**src/rlom_pkg.sv**
```systemverilog
// Package for the receive line overhead monitor: register map, fields,
// reset values, timing counts and the state record.
// Assumes a 10 MHz reference clock and an 8-bit register space on Wishbone.
package rlom_pkg;
    localparam int REF_CLK_HZ = 10000000;
    localparam int SNAP_DELAY_NS = 1000;
    // Longest time rounds down, never below one cycle
    localparam int SNAP_DELAY_CYC_RAW = SNAP_DELAY_NS / (1000000000 / REF_CLK_HZ);
    localparam int SNAP_DELAY_CYC = SNAP_DELAY_CYC_RAW < 1 ? 1 : SNAP_DELAY_CYC_RAW;

    localparam int ADDR_W = 8;
    localparam logic [7:0] OFS_MASTER = 8'h00;
    localparam logic [7:0] OFS_CTRL_STATUS = 8'h18;
    localparam logic [7:0] OFS_IRQ_EN_STATUS = 8'h19;
    localparam logic [7:0] OFS_B2_LOW = 8'h1a;
    localparam logic [7:0] OFS_B2_MID = 8'h1b;
    localparam logic [7:0] OFS_B2_HIGH = 8'h1c;
    localparam logic [7:0] OFS_FE_LOW = 8'h1d;
    localparam logic [7:0] OFS_FE_HIGH = 8'h1f;

    localparam int BIT_PER_BIT_SEL = 7;
    localparam int BIT_LINE_ALARM_STATE = 1;
    localparam int BIT_REMOTE_DEFECT_STATE = 0;
    localparam int BIT_FE_IRQ_EN = 7;
    localparam int BIT_B2_IRQ_EN = 6;
    localparam int BIT_LA_IRQ_EN = 5;
    localparam int BIT_RD_IRQ_EN = 4;
    localparam int BIT_FE_FLAG = 3;
    localparam int BIT_B2_FLAG = 2;
    localparam int BIT_LA_FLAG = 1;
    localparam int BIT_RD_FLAG = 0;

    localparam int SNAP_W = 20;
    localparam logic [SNAP_W-1:0] SNAP_MAX = 20'hfffff;
    localparam logic [7:0] RST_BYTE = 8'h00;
    localparam logic [3:0] RST_NIBBLE = 4'h0;
    localparam int DLY_W = 8;

    typedef enum logic [1:0] {
        RLOM_SNAP_IDLE = 2'b00,
        RLOM_SNAP_WAIT = 2'b01
    } rlom_snap_state_t;

    typedef struct packed {
        logic [7:0] dat;
        logic ack;
    } rlom_bus_out_t;

    typedef struct packed {
        logic b2_per_bit_count_sel;
        logic [3:0] irq_en;
        logic [3:0] irq_flag;
        logic line_alarm_state;
        logic remote_defect_state;
        logic [SNAP_W-1:0] b2_acc;
        logic [SNAP_W-1:0] b2_err_snapshot;
        rlom_snap_state_t snap_state;
        logic [DLY_W-1:0] snap_dly;
        rlom_bus_out_t bus;
        logic irq_out_n;
    } rlom_state_t;
endpackage : rlom_pkg

```
**src/rlom_monitor.sv**
```systemverilog
// Receive line overhead monitor: alarm state bits, read-to-clear interrupt
// latches with enables, and a saturating 20-bit B2 error count snapshot.
// Assumes per-frame overhead results arrive synchronous to ref_clk, with
// frame_strobe high for one cycle per received frame.
// How it works
// - Per-frame mode counts one per errored frame
// - Per-bit mode adds erroneous B2 bit count
// - Alarm state set by AIS, loss, frame loss
// - Remote defect state shown in bit zero
// - Far-end error flag enabled drives interrupt
// - B2 error flag enabled drives interrupt
// - Alarm flag enabled drives interrupt low
// - Remote defect change enabled drives interrupt
// - Far-end error latched, cleared on read
// - B2 error latched, cleared on read
// - Alarm detection latched, cleared on read
// - Remote defect change latched, cleared on read
// - Write triggers delayed snapshot and restart
// - Snapshot twenty bits, low and mid bytes
// - Third register holds bits nineteen to sixteen
module rlom_monitor
    import rlom_pkg::*;
#(
    parameter int ERR_BITS_W = 5
) (
    input wire logic ref_clk,
    input wire logic resetn,
    input wire logic wb_cyc_i,
    input wire logic wb_stb_i,
    input wire logic wb_we_i,
    input wire logic [ADDR_W-1:0] wb_adr_i,
    input wire logic [7:0] wb_dat_i,
    input wire logic wb_sel_i,
    output logic [7:0] wb_dat_o,
    output logic wb_ack_o,
    input wire logic frame_strobe,
    input wire logic [ERR_BITS_W-1:0] b2_err_bits,
    input wire logic far_end_err,
    input wire logic line_ais_detected,
    input wire logic signal_lost,
    input wire logic frame_lost,
    input wire logic remote_defect_detected,
    output logic irq_out_n
);
    logic rst_meta_n;
    logic rst_n;
    rlom_state_t st;
    rlom_state_t next_st;

    // Release reset through two stages so the release is glitch free
    always_ff @(posedge ref_clk or negedge resetn) begin
        if (!resetn) begin
            rst_meta_n <= 1'b0;
            rst_n <= 1'b0;
        end else begin
            rst_meta_n <= 1'b1;
            rst_n <= rst_meta_n;
        end
    end

    function automatic logic [SNAP_W-1:0] sat_add(
        input logic [SNAP_W-1:0] a,
        input logic [ERR_BITS_W-1:0] b
    );
        logic [SNAP_W:0] sum;
        sum = {1'b0, a} + (SNAP_W+1)'(b);
        sat_add = sum[SNAP_W] ? SNAP_MAX : sum[SNAP_W-1:0];
    endfunction : sat_add

    function automatic logic snap_trigger(input logic [ADDR_W-1:0] a);
        snap_trigger = (a == OFS_MASTER) ||
            (a >= OFS_B2_LOW && a <= OFS_FE_HIGH);
    endfunction : snap_trigger

    logic bus_req;
    // Writes land on the ack edge, while the request still stands
    logic wr_done;
    logic alarm_now;
    logic [ERR_BITS_W-1:0] add_amt;
    logic [3:0] events;
    logic [3:0] flags_set;

    always_comb begin
        next_st = st;
        bus_req = wb_cyc_i && wb_stb_i && !st.bus.ack;
        wr_done = wb_cyc_i && wb_stb_i && wb_we_i && st.bus.ack;
        alarm_now = line_ais_detected || signal_lost || frame_lost;
        // One count per errored frame, or every errored bit
        add_amt = '0;
        if (frame_strobe && b2_err_bits != '0) begin
            if (st.b2_per_bit_count_sel) begin
                add_amt = b2_err_bits;
            end else begin
                add_amt = ERR_BITS_W'(1);
            end
        end
        events = '0;
        events[BIT_FE_FLAG] = far_end_err;
        events[BIT_B2_FLAG] = frame_strobe && b2_err_bits != '0;
        events[BIT_LA_FLAG] = alarm_now && !st.line_alarm_state;
        events[BIT_RD_FLAG] = remote_defect_detected !=
            st.remote_defect_state;
        next_st.line_alarm_state = alarm_now;
        next_st.remote_defect_state = remote_defect_detected;

        next_st.bus.ack = bus_req;
        next_st.bus.dat = RST_BYTE;
        flags_set = st.irq_flag;
        if (bus_req && !wb_we_i) begin
            case (wb_adr_i)
                OFS_CTRL_STATUS: next_st.bus.dat = {
                    st.b2_per_bit_count_sel, 5'h00,
                    st.line_alarm_state, st.remote_defect_state};
                OFS_IRQ_EN_STATUS: begin
                    next_st.bus.dat = {st.irq_en, st.irq_flag};
                    flags_set = '0;
                end
                OFS_B2_LOW: next_st.bus.dat = st.b2_err_snapshot[7:0];
                OFS_B2_MID: next_st.bus.dat = st.b2_err_snapshot[15:8];
                OFS_B2_HIGH: next_st.bus.dat = {RST_NIBBLE,
                    st.b2_err_snapshot[19:16]};
                default: next_st.bus.dat = RST_BYTE;
            endcase
        end
        // Set wins over the read clear
        next_st.irq_flag = flags_set | events;
        if (wr_done && wb_sel_i) begin
            if (wb_adr_i == OFS_CTRL_STATUS) begin
                next_st.b2_per_bit_count_sel = wb_dat_i[BIT_PER_BIT_SEL];
            end
            if (wb_adr_i == OFS_IRQ_EN_STATUS) begin
                next_st.irq_en = wb_dat_i[BIT_FE_IRQ_EN:BIT_RD_IRQ_EN];
            end
        end

        next_st.b2_acc = sat_add(st.b2_acc, add_amt);
        case (st.snap_state)
            RLOM_SNAP_IDLE: begin
                if (wr_done && snap_trigger(wb_adr_i)) begin
                    next_st.snap_state = RLOM_SNAP_WAIT;
                    next_st.snap_dly = DLY_W'(SNAP_DELAY_CYC - 1);
                end
            end
            RLOM_SNAP_WAIT: begin
                if (st.snap_dly == '0) begin
                    // Errors of this frame go to the new round
                    next_st.b2_err_snapshot = st.b2_acc;
                    next_st.b2_acc = sat_add('0, add_amt);
                    next_st.snap_state = RLOM_SNAP_IDLE;
                end else begin
                    next_st.snap_dly = st.snap_dly - DLY_W'(1);
                end
            end
            default: next_st.snap_state = RLOM_SNAP_IDLE;
        endcase

        // Enables align with flags: en[3]=FE..en[0]=RD
        next_st.irq_out_n = ~|(next_st.irq_flag & st.irq_en);
    end

    always_ff @(posedge ref_clk or negedge rst_n) begin
        if (!rst_n) begin
            st <= '{b2_per_bit_count_sel: 1'b0, irq_en: 4'h0,
                irq_flag: 4'h0, line_alarm_state: 1'b0,
                remote_defect_state: 1'b0, b2_acc: 20'h00000,
                b2_err_snapshot: 20'h00000, snap_state: RLOM_SNAP_IDLE,
                snap_dly: 8'h00, bus: '{dat: 8'h00, ack: 1'b0},
                irq_out_n: 1'b1};
        end else begin
            st <= next_st;
        end
    end

    assign wb_dat_o = st.bus.dat;
    assign wb_ack_o = st.bus.ack;
    assign irq_out_n = st.irq_out_n;

    snap_delay_a: assert property (
        @(posedge ref_clk) disable iff (!rst_n)
        $rose(st.snap_state == RLOM_SNAP_WAIT)
        |-> ##[1:10] st.snap_state == RLOM_SNAP_IDLE)
        else $error("snapshot not taken in time");

    snap_restart_a: assert property (
        @(posedge ref_clk) disable iff (!rst_n)
        st.snap_state == RLOM_SNAP_WAIT && st.snap_dly == '0
        |=> st.b2_err_snapshot == $past(st.b2_acc))
        else $error("snapshot does not hold count");

    b2_frame_a: assert property (
        @(posedge ref_clk) disable iff (!rst_n)
        st.snap_state == RLOM_SNAP_IDLE && !st.b2_per_bit_count_sel &&
        frame_strobe && b2_err_bits != '0 && st.b2_acc != SNAP_MAX
        |=> st.b2_acc == $past(st.b2_acc) + 20'h00001)
        else $error("per-frame count wrong");

    b2_bits_a: assert property (
        @(posedge ref_clk) disable iff (!rst_n)
        st.snap_state == RLOM_SNAP_IDLE && st.b2_per_bit_count_sel &&
        frame_strobe && st.b2_acc < 20'hfff00
        |=> st.b2_acc == $past(st.b2_acc) + SNAP_W'($past(b2_err_bits)))
        else $error("per-bit count wrong");

    b2_sat_a: assert property (
        @(posedge ref_clk) disable iff (!rst_n)
        st.b2_acc == SNAP_MAX && st.snap_state == RLOM_SNAP_IDLE
        |=> st.b2_acc == SNAP_MAX)
        else $error("counter wrapped");

    alarm_state_a: assert property (
        @(posedge ref_clk) disable iff (!rst_n)
        (signal_lost || frame_lost)
        |=> st.line_alarm_state)
        else $error("alarm state missing");

    rd_flag_a: assert property (
        @(posedge ref_clk) disable iff (!rst_n)
        remote_defect_detected != st.remote_defect_state
        |=> st.irq_flag[BIT_RD_FLAG])
        else $error("remote defect change not latched");

    fe_flag_a: assert property (
        @(posedge ref_clk) disable iff (!rst_n)
        far_end_err
        |=> st.irq_flag[BIT_FE_FLAG])
        else $error("far-end error not latched");

    irq_level_a: assert property (
        @(posedge ref_clk) disable iff (!rst_n)
        |(st.irq_flag & st.irq_en) ##1 |(st.irq_flag & $past(st.irq_en))
        |-> !irq_out_n)
        else $error("interrupt not asserted");

    read_clear_a: assert property (
        @(posedge ref_clk) disable iff (!rst_n)
        bus_req && !wb_we_i && wb_adr_i == OFS_IRQ_EN_STATUS && !far_end_err
        |=> !st.irq_flag[BIT_FE_FLAG])
        else $error("flag not cleared by read");

    b2_flag_a: assert property (
        @(posedge ref_clk) disable iff (!rst_n)
        frame_strobe && b2_err_bits != '0
        |=> st.irq_flag[BIT_B2_FLAG])
        else $error("b2 flag not latched");

    ack_pulse_a: assert property (
        @(posedge ref_clk) disable iff (!rst_n)
        wb_ack_o
        |=> !wb_ack_o)
        else $error("ack longer than one cycle");

    ack_answer_a: assert property (
        @(posedge ref_clk) disable iff (!rst_n)
        wb_cyc_i && wb_stb_i && !wb_ack_o
        |=> wb_ack_o)
        else $error("request not answered");

    idle_data_a: assert property (
        @(posedge ref_clk) disable iff (!rst_n)
        !wb_ack_o
        |-> wb_dat_o == RST_BYTE)
        else $error("read data outside answer");

    rd_read_a: assert property (
        @(posedge ref_clk) disable iff (!rst_n)
        bus_req && !wb_we_i && wb_adr_i == OFS_CTRL_STATUS
        |=> wb_dat_o[0] == $past(st.remote_defect_state))
        else $error("remote defect bit misread");

    la_read_a: assert property (
        @(posedge ref_clk) disable iff (!rst_n)
        bus_req && !wb_we_i && wb_adr_i == OFS_CTRL_STATUS
        |=> wb_dat_o[1] == $past(st.line_alarm_state))
        else $error("alarm bit misread");

    high_nibble_a: assert property (
        @(posedge ref_clk) disable iff (!rst_n)
        bus_req && !wb_we_i && wb_adr_i == OFS_B2_HIGH
        |=> wb_dat_o == {4'h0, $past(st.b2_err_snapshot[19:16])})
        else $error("high count byte wrong");

    low_byte_a: assert property (
        @(posedge ref_clk) disable iff (!rst_n)
        bus_req && !wb_we_i && wb_adr_i == OFS_B2_LOW
        |=> wb_dat_o == $past(st.b2_err_snapshot[7:0]))
        else $error("low count byte wrong");

    mid_byte_a: assert property (
        @(posedge ref_clk) disable iff (!rst_n)
        bus_req && !wb_we_i && wb_adr_i == OFS_B2_MID
        |=> wb_dat_o == $past(st.b2_err_snapshot[15:8]))
        else $error("mid count byte wrong");

    la_flag_a: assert property (
        @(posedge ref_clk) disable iff (!rst_n)
        line_ais_detected && !st.line_alarm_state
        |=> st.irq_flag[BIT_LA_FLAG])
        else $error("alarm detection not latched");

    ais_state_a: assert property (
        @(posedge ref_clk) disable iff (!rst_n)
        line_ais_detected
        |=> st.line_alarm_state)
        else $error("alarm state not set");

    alarm_clear_a: assert property (
        @(posedge ref_clk) disable iff (!rst_n)
        !(line_ais_detected || signal_lost || frame_lost)
        |=> !st.line_alarm_state)
        else $error("alarm state stuck");

    rd_state_a: assert property (
        @(posedge ref_clk) disable iff (!rst_n)
        1'b1
        |=> st.remote_defect_state == $past(remote_defect_detected))
        else $error("remote defect state wrong");

    irq_match_a: assert property (
        @(posedge ref_clk) disable iff (!rst_n)
        1'b1
        |=> irq_out_n == !(|(st.irq_flag & $past(st.irq_en))))
        else $error("interrupt level wrong");

    b2_quiet_a: assert property (
        @(posedge ref_clk) disable iff (!rst_n)
        !st.irq_flag[BIT_B2_FLAG] && !frame_strobe
        |=> !st.irq_flag[BIT_B2_FLAG])
        else $error("b2 flag set without error");

    fe_quiet_a: assert property (
        @(posedge ref_clk) disable iff (!rst_n)
        !st.irq_flag[BIT_FE_FLAG] && !far_end_err
        |=> !st.irq_flag[BIT_FE_FLAG])
        else $error("far-end flag set without error");

    rd_sticky_a: assert property (
        @(posedge ref_clk) disable iff (!rst_n)
        st.irq_flag[BIT_RD_FLAG] && !(bus_req && wb_adr_i == OFS_IRQ_EN_STATUS)
        |=> st.irq_flag[BIT_RD_FLAG])
        else $error("remote defect flag lost");

    snap_hold_a: assert property (
        @(posedge ref_clk) disable iff (!rst_n)
        st.snap_state == RLOM_SNAP_IDLE
        |=> $stable(st.b2_err_snapshot))
        else $error("snapshot changed while idle");

    acc_restart_a: assert property (
        @(posedge ref_clk) disable iff (!rst_n)
        st.snap_state == RLOM_SNAP_WAIT && st.snap_dly == '0 && !frame_strobe
        |=> st.b2_acc == '0)
        else $error("count not restarted");

    frame_step_a: assert property (
        @(posedge ref_clk) disable iff (!rst_n)
        !st.b2_per_bit_count_sel && st.snap_state == RLOM_SNAP_IDLE
        |=> st.b2_acc - $past(st.b2_acc) <= 20'h00001)
        else $error("per-frame step too large");

    no_frame_a: assert property (
        @(posedge ref_clk) disable iff (!rst_n)
        st.snap_state == RLOM_SNAP_IDLE && !frame_strobe
        |=> $stable(st.b2_acc))
        else $error("count moved without frame");

    snap_c: cover property (
        @(posedge ref_clk) disable iff (!rst_n)
        st.snap_state == RLOM_SNAP_WAIT ##[1:12] st.b2_err_snapshot != '0);

    irq_c: cover property (
        @(posedge ref_clk) disable iff (!rst_n)
        $fell(irq_out_n));

    per_bit_c: cover property (
        @(posedge ref_clk) disable iff (!rst_n)
        st.b2_per_bit_count_sel && frame_strobe && b2_err_bits > 5'd1);

    rd_change_c: cover property (
        @(posedge ref_clk) disable iff (!rst_n)
        st.irq_flag[BIT_RD_FLAG] && st.irq_en[BIT_RD_FLAG]);

    masked_c: cover property (
        @(posedge ref_clk) disable iff (!rst_n)
        st.irq_flag[BIT_B2_FLAG] && !st.irq_en[BIT_B2_FLAG] && irq_out_n);
endmodule : rlom_monitor

```
**config.mk**
```make
export PLATFORM = sky130hd
export DESIGN_NAME = rlom_monitor
export DESIGN_NICKNAME = d
export VERILOG_FILES = /design/src/rlom_pkg.sv /design/src/rlom_monitor.sv
export SDC_FILE = /design/constraint.sdc
export NUM_CORES = 1
export LEC_CHECK = 0
export BUFFER_PORTS_ARGS = -buffer_cell sky130_fd_sc_hd__buf_4
export CAP_MARGIN = 20
export CORE_MARGIN = 5
export CORE_UTILIZATION = 40
export CTS_BUF_LIST = sky130_fd_sc_hd__clkbuf_16
export CTS_CLUSTER_SIZE = 14
export DETAILED_ROUTE_END_ITERATION = 8
export PLACE_DENSITY = 0.63
export SLEW_MARGIN = 20
export SYNTH_ARGS = -nofsm -noshare
export SYNTH_HDL_FRONTEND = slang
export SYNTH_SLANG_ARGS = --single-unit
```
**constraint.sdc**
```tcl
create_clock -name ref_clk -period 4.9 [get_ports ref_clk]
set_clock_uncertainty 0.2 [all_clocks]
set_input_delay 0.735 -clock ref_clk [delete_from_list [all_inputs] [get_ports ref_clk]]
set_output_delay 0.735 -clock ref_clk [all_outputs]
set_load 0.02 [all_outputs]
```
-- After elaboration in Yosys (flattened, before gate mapping)
Cells that the tools add are included.
- bits in registers: 73
- input bits: 33
- logic and storage cells: 71
- output and inout port bits: 10
- reduce and logical (&&, ||, !) cells: 28
- $lt $le $gt $ge: 2
- multiplexer cells: 13
- add/subtract/negate cells: 2
- bitwise logic cells: 2
- equal/unequal tests: 10
- operators by type and width (operator ; count):
    $mux W42 ; 1
    $eq A8 B5 Y1 const B ; 5
    $mux W40 ; 1
    $pmux W8 S5 ; 1
    $add A20 B5 Y21 ; 1
    $mux W20 ; 1
    $logic_not A8 Y1 ; 2
    $mux W8 ; 2
    $pmux W8 S2 ; 1
    $logic_and A1 B1 Y1 ; 10
    $mux W10 ; 1
    $mux W5 ; 2
    $ge A8 B5 Y1 const B ; 1
    $le A8 B5 Y1 const B ; 1
    $mux W4 ; 2
    $reduce_and A2 Y1 ; 4
    $sub A8 B1 Y8 const B ; 1
    $ne A2 B2 Y1 const B ; 3
    $reduce_bool A5 Y1 ; 1
    $and A4 B4 Y4 ; 1
    $logic_not A1 Y1 ; 4
    $or A4 B4 Y4 ; 1
    $pmux W2 S2 ; 1
    $reduce_or A4 Y1 ; 1
    other kinds (6) ; 8

-- Depth between registers and ports, before layout
- word-level depth: 8
- depth in mapped cells: 11
- gate-level depth less buffers: 11

-- Worst setup path before layout
OpenSTA, ideal clock, no wires.
- path type: input port to flip-flop
- start: input b2_err_bits[1]
- end: register st[40] (netlist name)
- path slack: 1.307 ns
- arrival time: 3.263 ns
- buffers on the path: 0
- stages: 11
- path through: or4_1 o21a_1 o21ai_0 inv_1 ha_1 fa_1 a211o_1 a21oi_1 nor2_1 a211oi_1 a21oi_1
- RTL lines (element ; line ; RTL):
    start: declaration ; rlom_monitor.sv:37 ; input wire logic [ERR_BITS_W-1:0] b2_err_bits,
    end signal: assignment ; rlom_monitor.sv:163 ; st <= '{b2_per_bit_count_sel: 1'b0, irq_en: 4'h0,
    end signal: assignment ; rlom_monitor.sv:170 ; st <= next_st;
    end: declaration ; rlom_monitor.sv:47 ; rlom_state_t st;

==> impl_metrics.json <==
{
  "status": "finished, final reports clean",
  "maxCapViolCount": 0,
  "gp_routability_congestion": 0.797,
  "clock_sinks": 72,
  "dieArea_mm2": 0.0110,
  "route.vias.total": 2675,
  "syn_to_final_growth_pct": 19.0,
  "syn-num-nets": 404,
  "place_ws_ns": 1.06,
  "nNetsFinal": 437,
  "post-route-min-period_ns": 3.49,
  "dpl.hpwl_um": 5410,
  "static-leakage-power_uw": 0.00205,
  "r2r_slack_ns": 1.99,
  "maxSlewHeadroom_pct": 41.5,
  "crit_path_start": "b2_err_bits[1]",
  "synth_cells": 363,
  "drt_first_pass_iters": 4,
  "cpPeakStageDelay_ns": 0.50,
  "setup_ws_ns": 1.41,
  "max_freq_ghz": 0.286,
  "cts_resized": 0,
  "critical_path_class": "in -> reg",
  "crit_slowest_cell": "or4_1",
  "hold_buffers": 1,
  "path_cells": "buf_4 -> or4_1 -> o21a_1 -> o21ai_0 -> inv_1 -> ha_1 -> fa_1 -> a211o_1 -> a21oi_1 -> buf_4 -> nor2_1 -> nand2_2 -> a31oi_1",
  "grt_usage_pct": 14.6,
  "end_kind": "flip-flop",
  "seq_area_frac_synth_pct": 50.2,
  "path_buf_inv": 3,
  "worstSkewPairLatency_ns": 0.33,
  "power_density_mw_per_mm2": 411,
  "stdcell_count": 509,
  "path_delay_family": "compound AO/OA/AOI/OAI gates",
  "final_common_cell": "nand2_1",
  "path_max_fanout": 10,
  "hold_viol": 0,
  "rows": 34,
  "ys_warn_count": 0,
  "ys.flop_type": "dfrtp_1",
  "async_flop_share_pct": 100,
  "yosys.area.top_type": "dfrtp_1",
  "cts-htree-levels": 3,
  "wire_per_inst_um": 15.3,
  "cts_setup_buffers": 0,
  "drt-initial-drc-count": 173,
  "irDropWorstVdd_mv": 0.157,
  "finalWirelength_um": 7770,
  "cp_data_arrival_time_ns": 3.48,
  "synth_edf_count": 0,
  "max_slew.worst_pin.slew_ns": 0.878,
  "r2r_start": "st[70]",
  "yosys-top-cells-area": "dfrtp_1 (49%), nand2_1 (7.8%), mux2_2 (4.7%), nor2_1 (2.7%), ha_1 (2.4%)",
  "rsz0062_at_grt": "no",
  "finalSetupViolations": 0,
  "antenna_left": 0,
  "layout_common_cells": "nand2_1 (75), dfrtp_1 (70), buf_4 (40), nor2_1 (26), mux2_2 (15)",
  "dpl.cell_count": 492,
  "fp.dieH_um": 105,
  "grt_pass1_wl_um": 13200,
  "cts_buffers": 9,
  "synth_area_mm2": 0.00359,
  "drv_slew": 0,
  "holdCritStartpoint": "rst_meta_n",
  "grt_pass1_vias": 2681,
  "grt_max_degree": 71,
  "fp.coreArea_mm2": 0.00872,
  "worstPathRequired_ns": 4.89,
  "fp.dieW_um": 105,
  "ys_seq_elements": 72,
  "final_layout_size_suffix_gt1_share_pct": 19.5,
  "hold_path_class": "reg -> reg",
  "viasPerCell": 5.26,
  "port_buffers": 38,
  "synth.distinct_cells": 54,
  "diodes": 0,
  "finalSetupTns_ns": 0,
  "ios": 43,
  "gr-total-overflow": 0,
  "drt_drc_violations_left": 0,
  "tritoncts": "built",
  "crit_top_cell": "buf_4",
  "netlist.area_leader.share_pct": 49.5,
  "cts_buffer_depth": 2,
  "syn_area_per_cell_um2": 9.89,
  "start_kind": "input port",
  "initial_core_util_pct": 41.2,
  "path_clk_slew_ns": 0.06,
  "finalCritPeriodShare_pct": 71.2,
  "cts_root_buffer": "clkbuf_16",
  "antenna_found_initial": 0
}
## through the flow
stage	hold slack, ns	utilization (%)	instance area (µm²)	power, µW
global placement	0.139	44.7	3900	973
global route	0.167	49.0	4270	1850
finish	0.156	49.0	4270	1760
floorplan	0.131	-	3590	910
detailed placement	0.149	44.7	3900	982
CTS	0.163	49.0	4270	1780
## state kept, by name, indices dropped and copies added (netlist names)
name and count:
rst_meta_n 1, st 60, rst_n 1, wb_dat_o 8, irq_out_n 1, wb_ack_o 1
## synth_stat cells (5+ instances only)
cell and number:
mux2_2 15, inv_1 9, buf_4 9, a22o_1 5, nand4_1 5, a22oi_1 7
and3_1 8, a31oi_1 11, nor3_1 8, xnor2_1 7, a211oi_1 7, nor2_1 26
a21oi_1 14, dfrtp_1 71, ha_1 7, o21ai_0 13, nand2_1 75
## worst register-to-register path, delay by kind of cell, from the launching register on
kind / cells / cell delay, ns
AO/OA/AOI/OAI: 4 / 0.81
adder cells (fa/ha/maj): 2 / 0.64
flip-flops: 1 / 0.44
AND/OR/NAND/NOR: 2 / 0.35
buffers and inverters: 3 / 0.34
## final cells by class
| class | count | area [µm²] |
|---|---|---|
| Sequential cell | 72 | 1800 |
| Fill cell | 806 | 4450 |
| Clock inverter | 7 | 136 |
| Inverter | 9 | 33.8 |
| Clock buffer | 9 | 225 |
| Tap cell | 108 | 135 |
| Timing Repair Buffer | 41 | 310 |
| Multi-Input combinational cell | 263 | 1630 |
## metal layers
| metal | global-route usage (%) | wire (µm) |
|---|---|---|
| met3 | 2.71 | 273 |
| met1 | 19.8 | 3640 |
| met4 | 6.21 | 98 |
| met5 | 0 | 0 |
| met2 | 23.0 | 3760 |
## cell families after synthesis
logic type,after synthesis,synth area share (%)
and+or+nand+nor,150,20.2
AOI/OAI and AO/OA,76,14.1
DFF,72,50.2
buffers and inverters,28,4.43
muxes,17,5.26
xor gates and xnor gates,11,2.68
adders and majority gates,8,3.00
other,1,0.104
## worst paths after layout
kind,to,depth (start not counted)
min reg2reg,rst_n,0
min in group asynchronous,st[67],1
max,st[41],13
max reg2reg,st[41],11
max in group asynchronous,st[60],1
min,rst_n,0
## where the power goes
group | total, µW | switching [µW] | internal (µW)
sequential | 722 | 63.9 | 658
combinational | 248 | 127 | 121
clock | 788 | 242 | 546
total | 1760 | 433 | 1320
No activity file was read; power rests on OpenSTA's default activity.
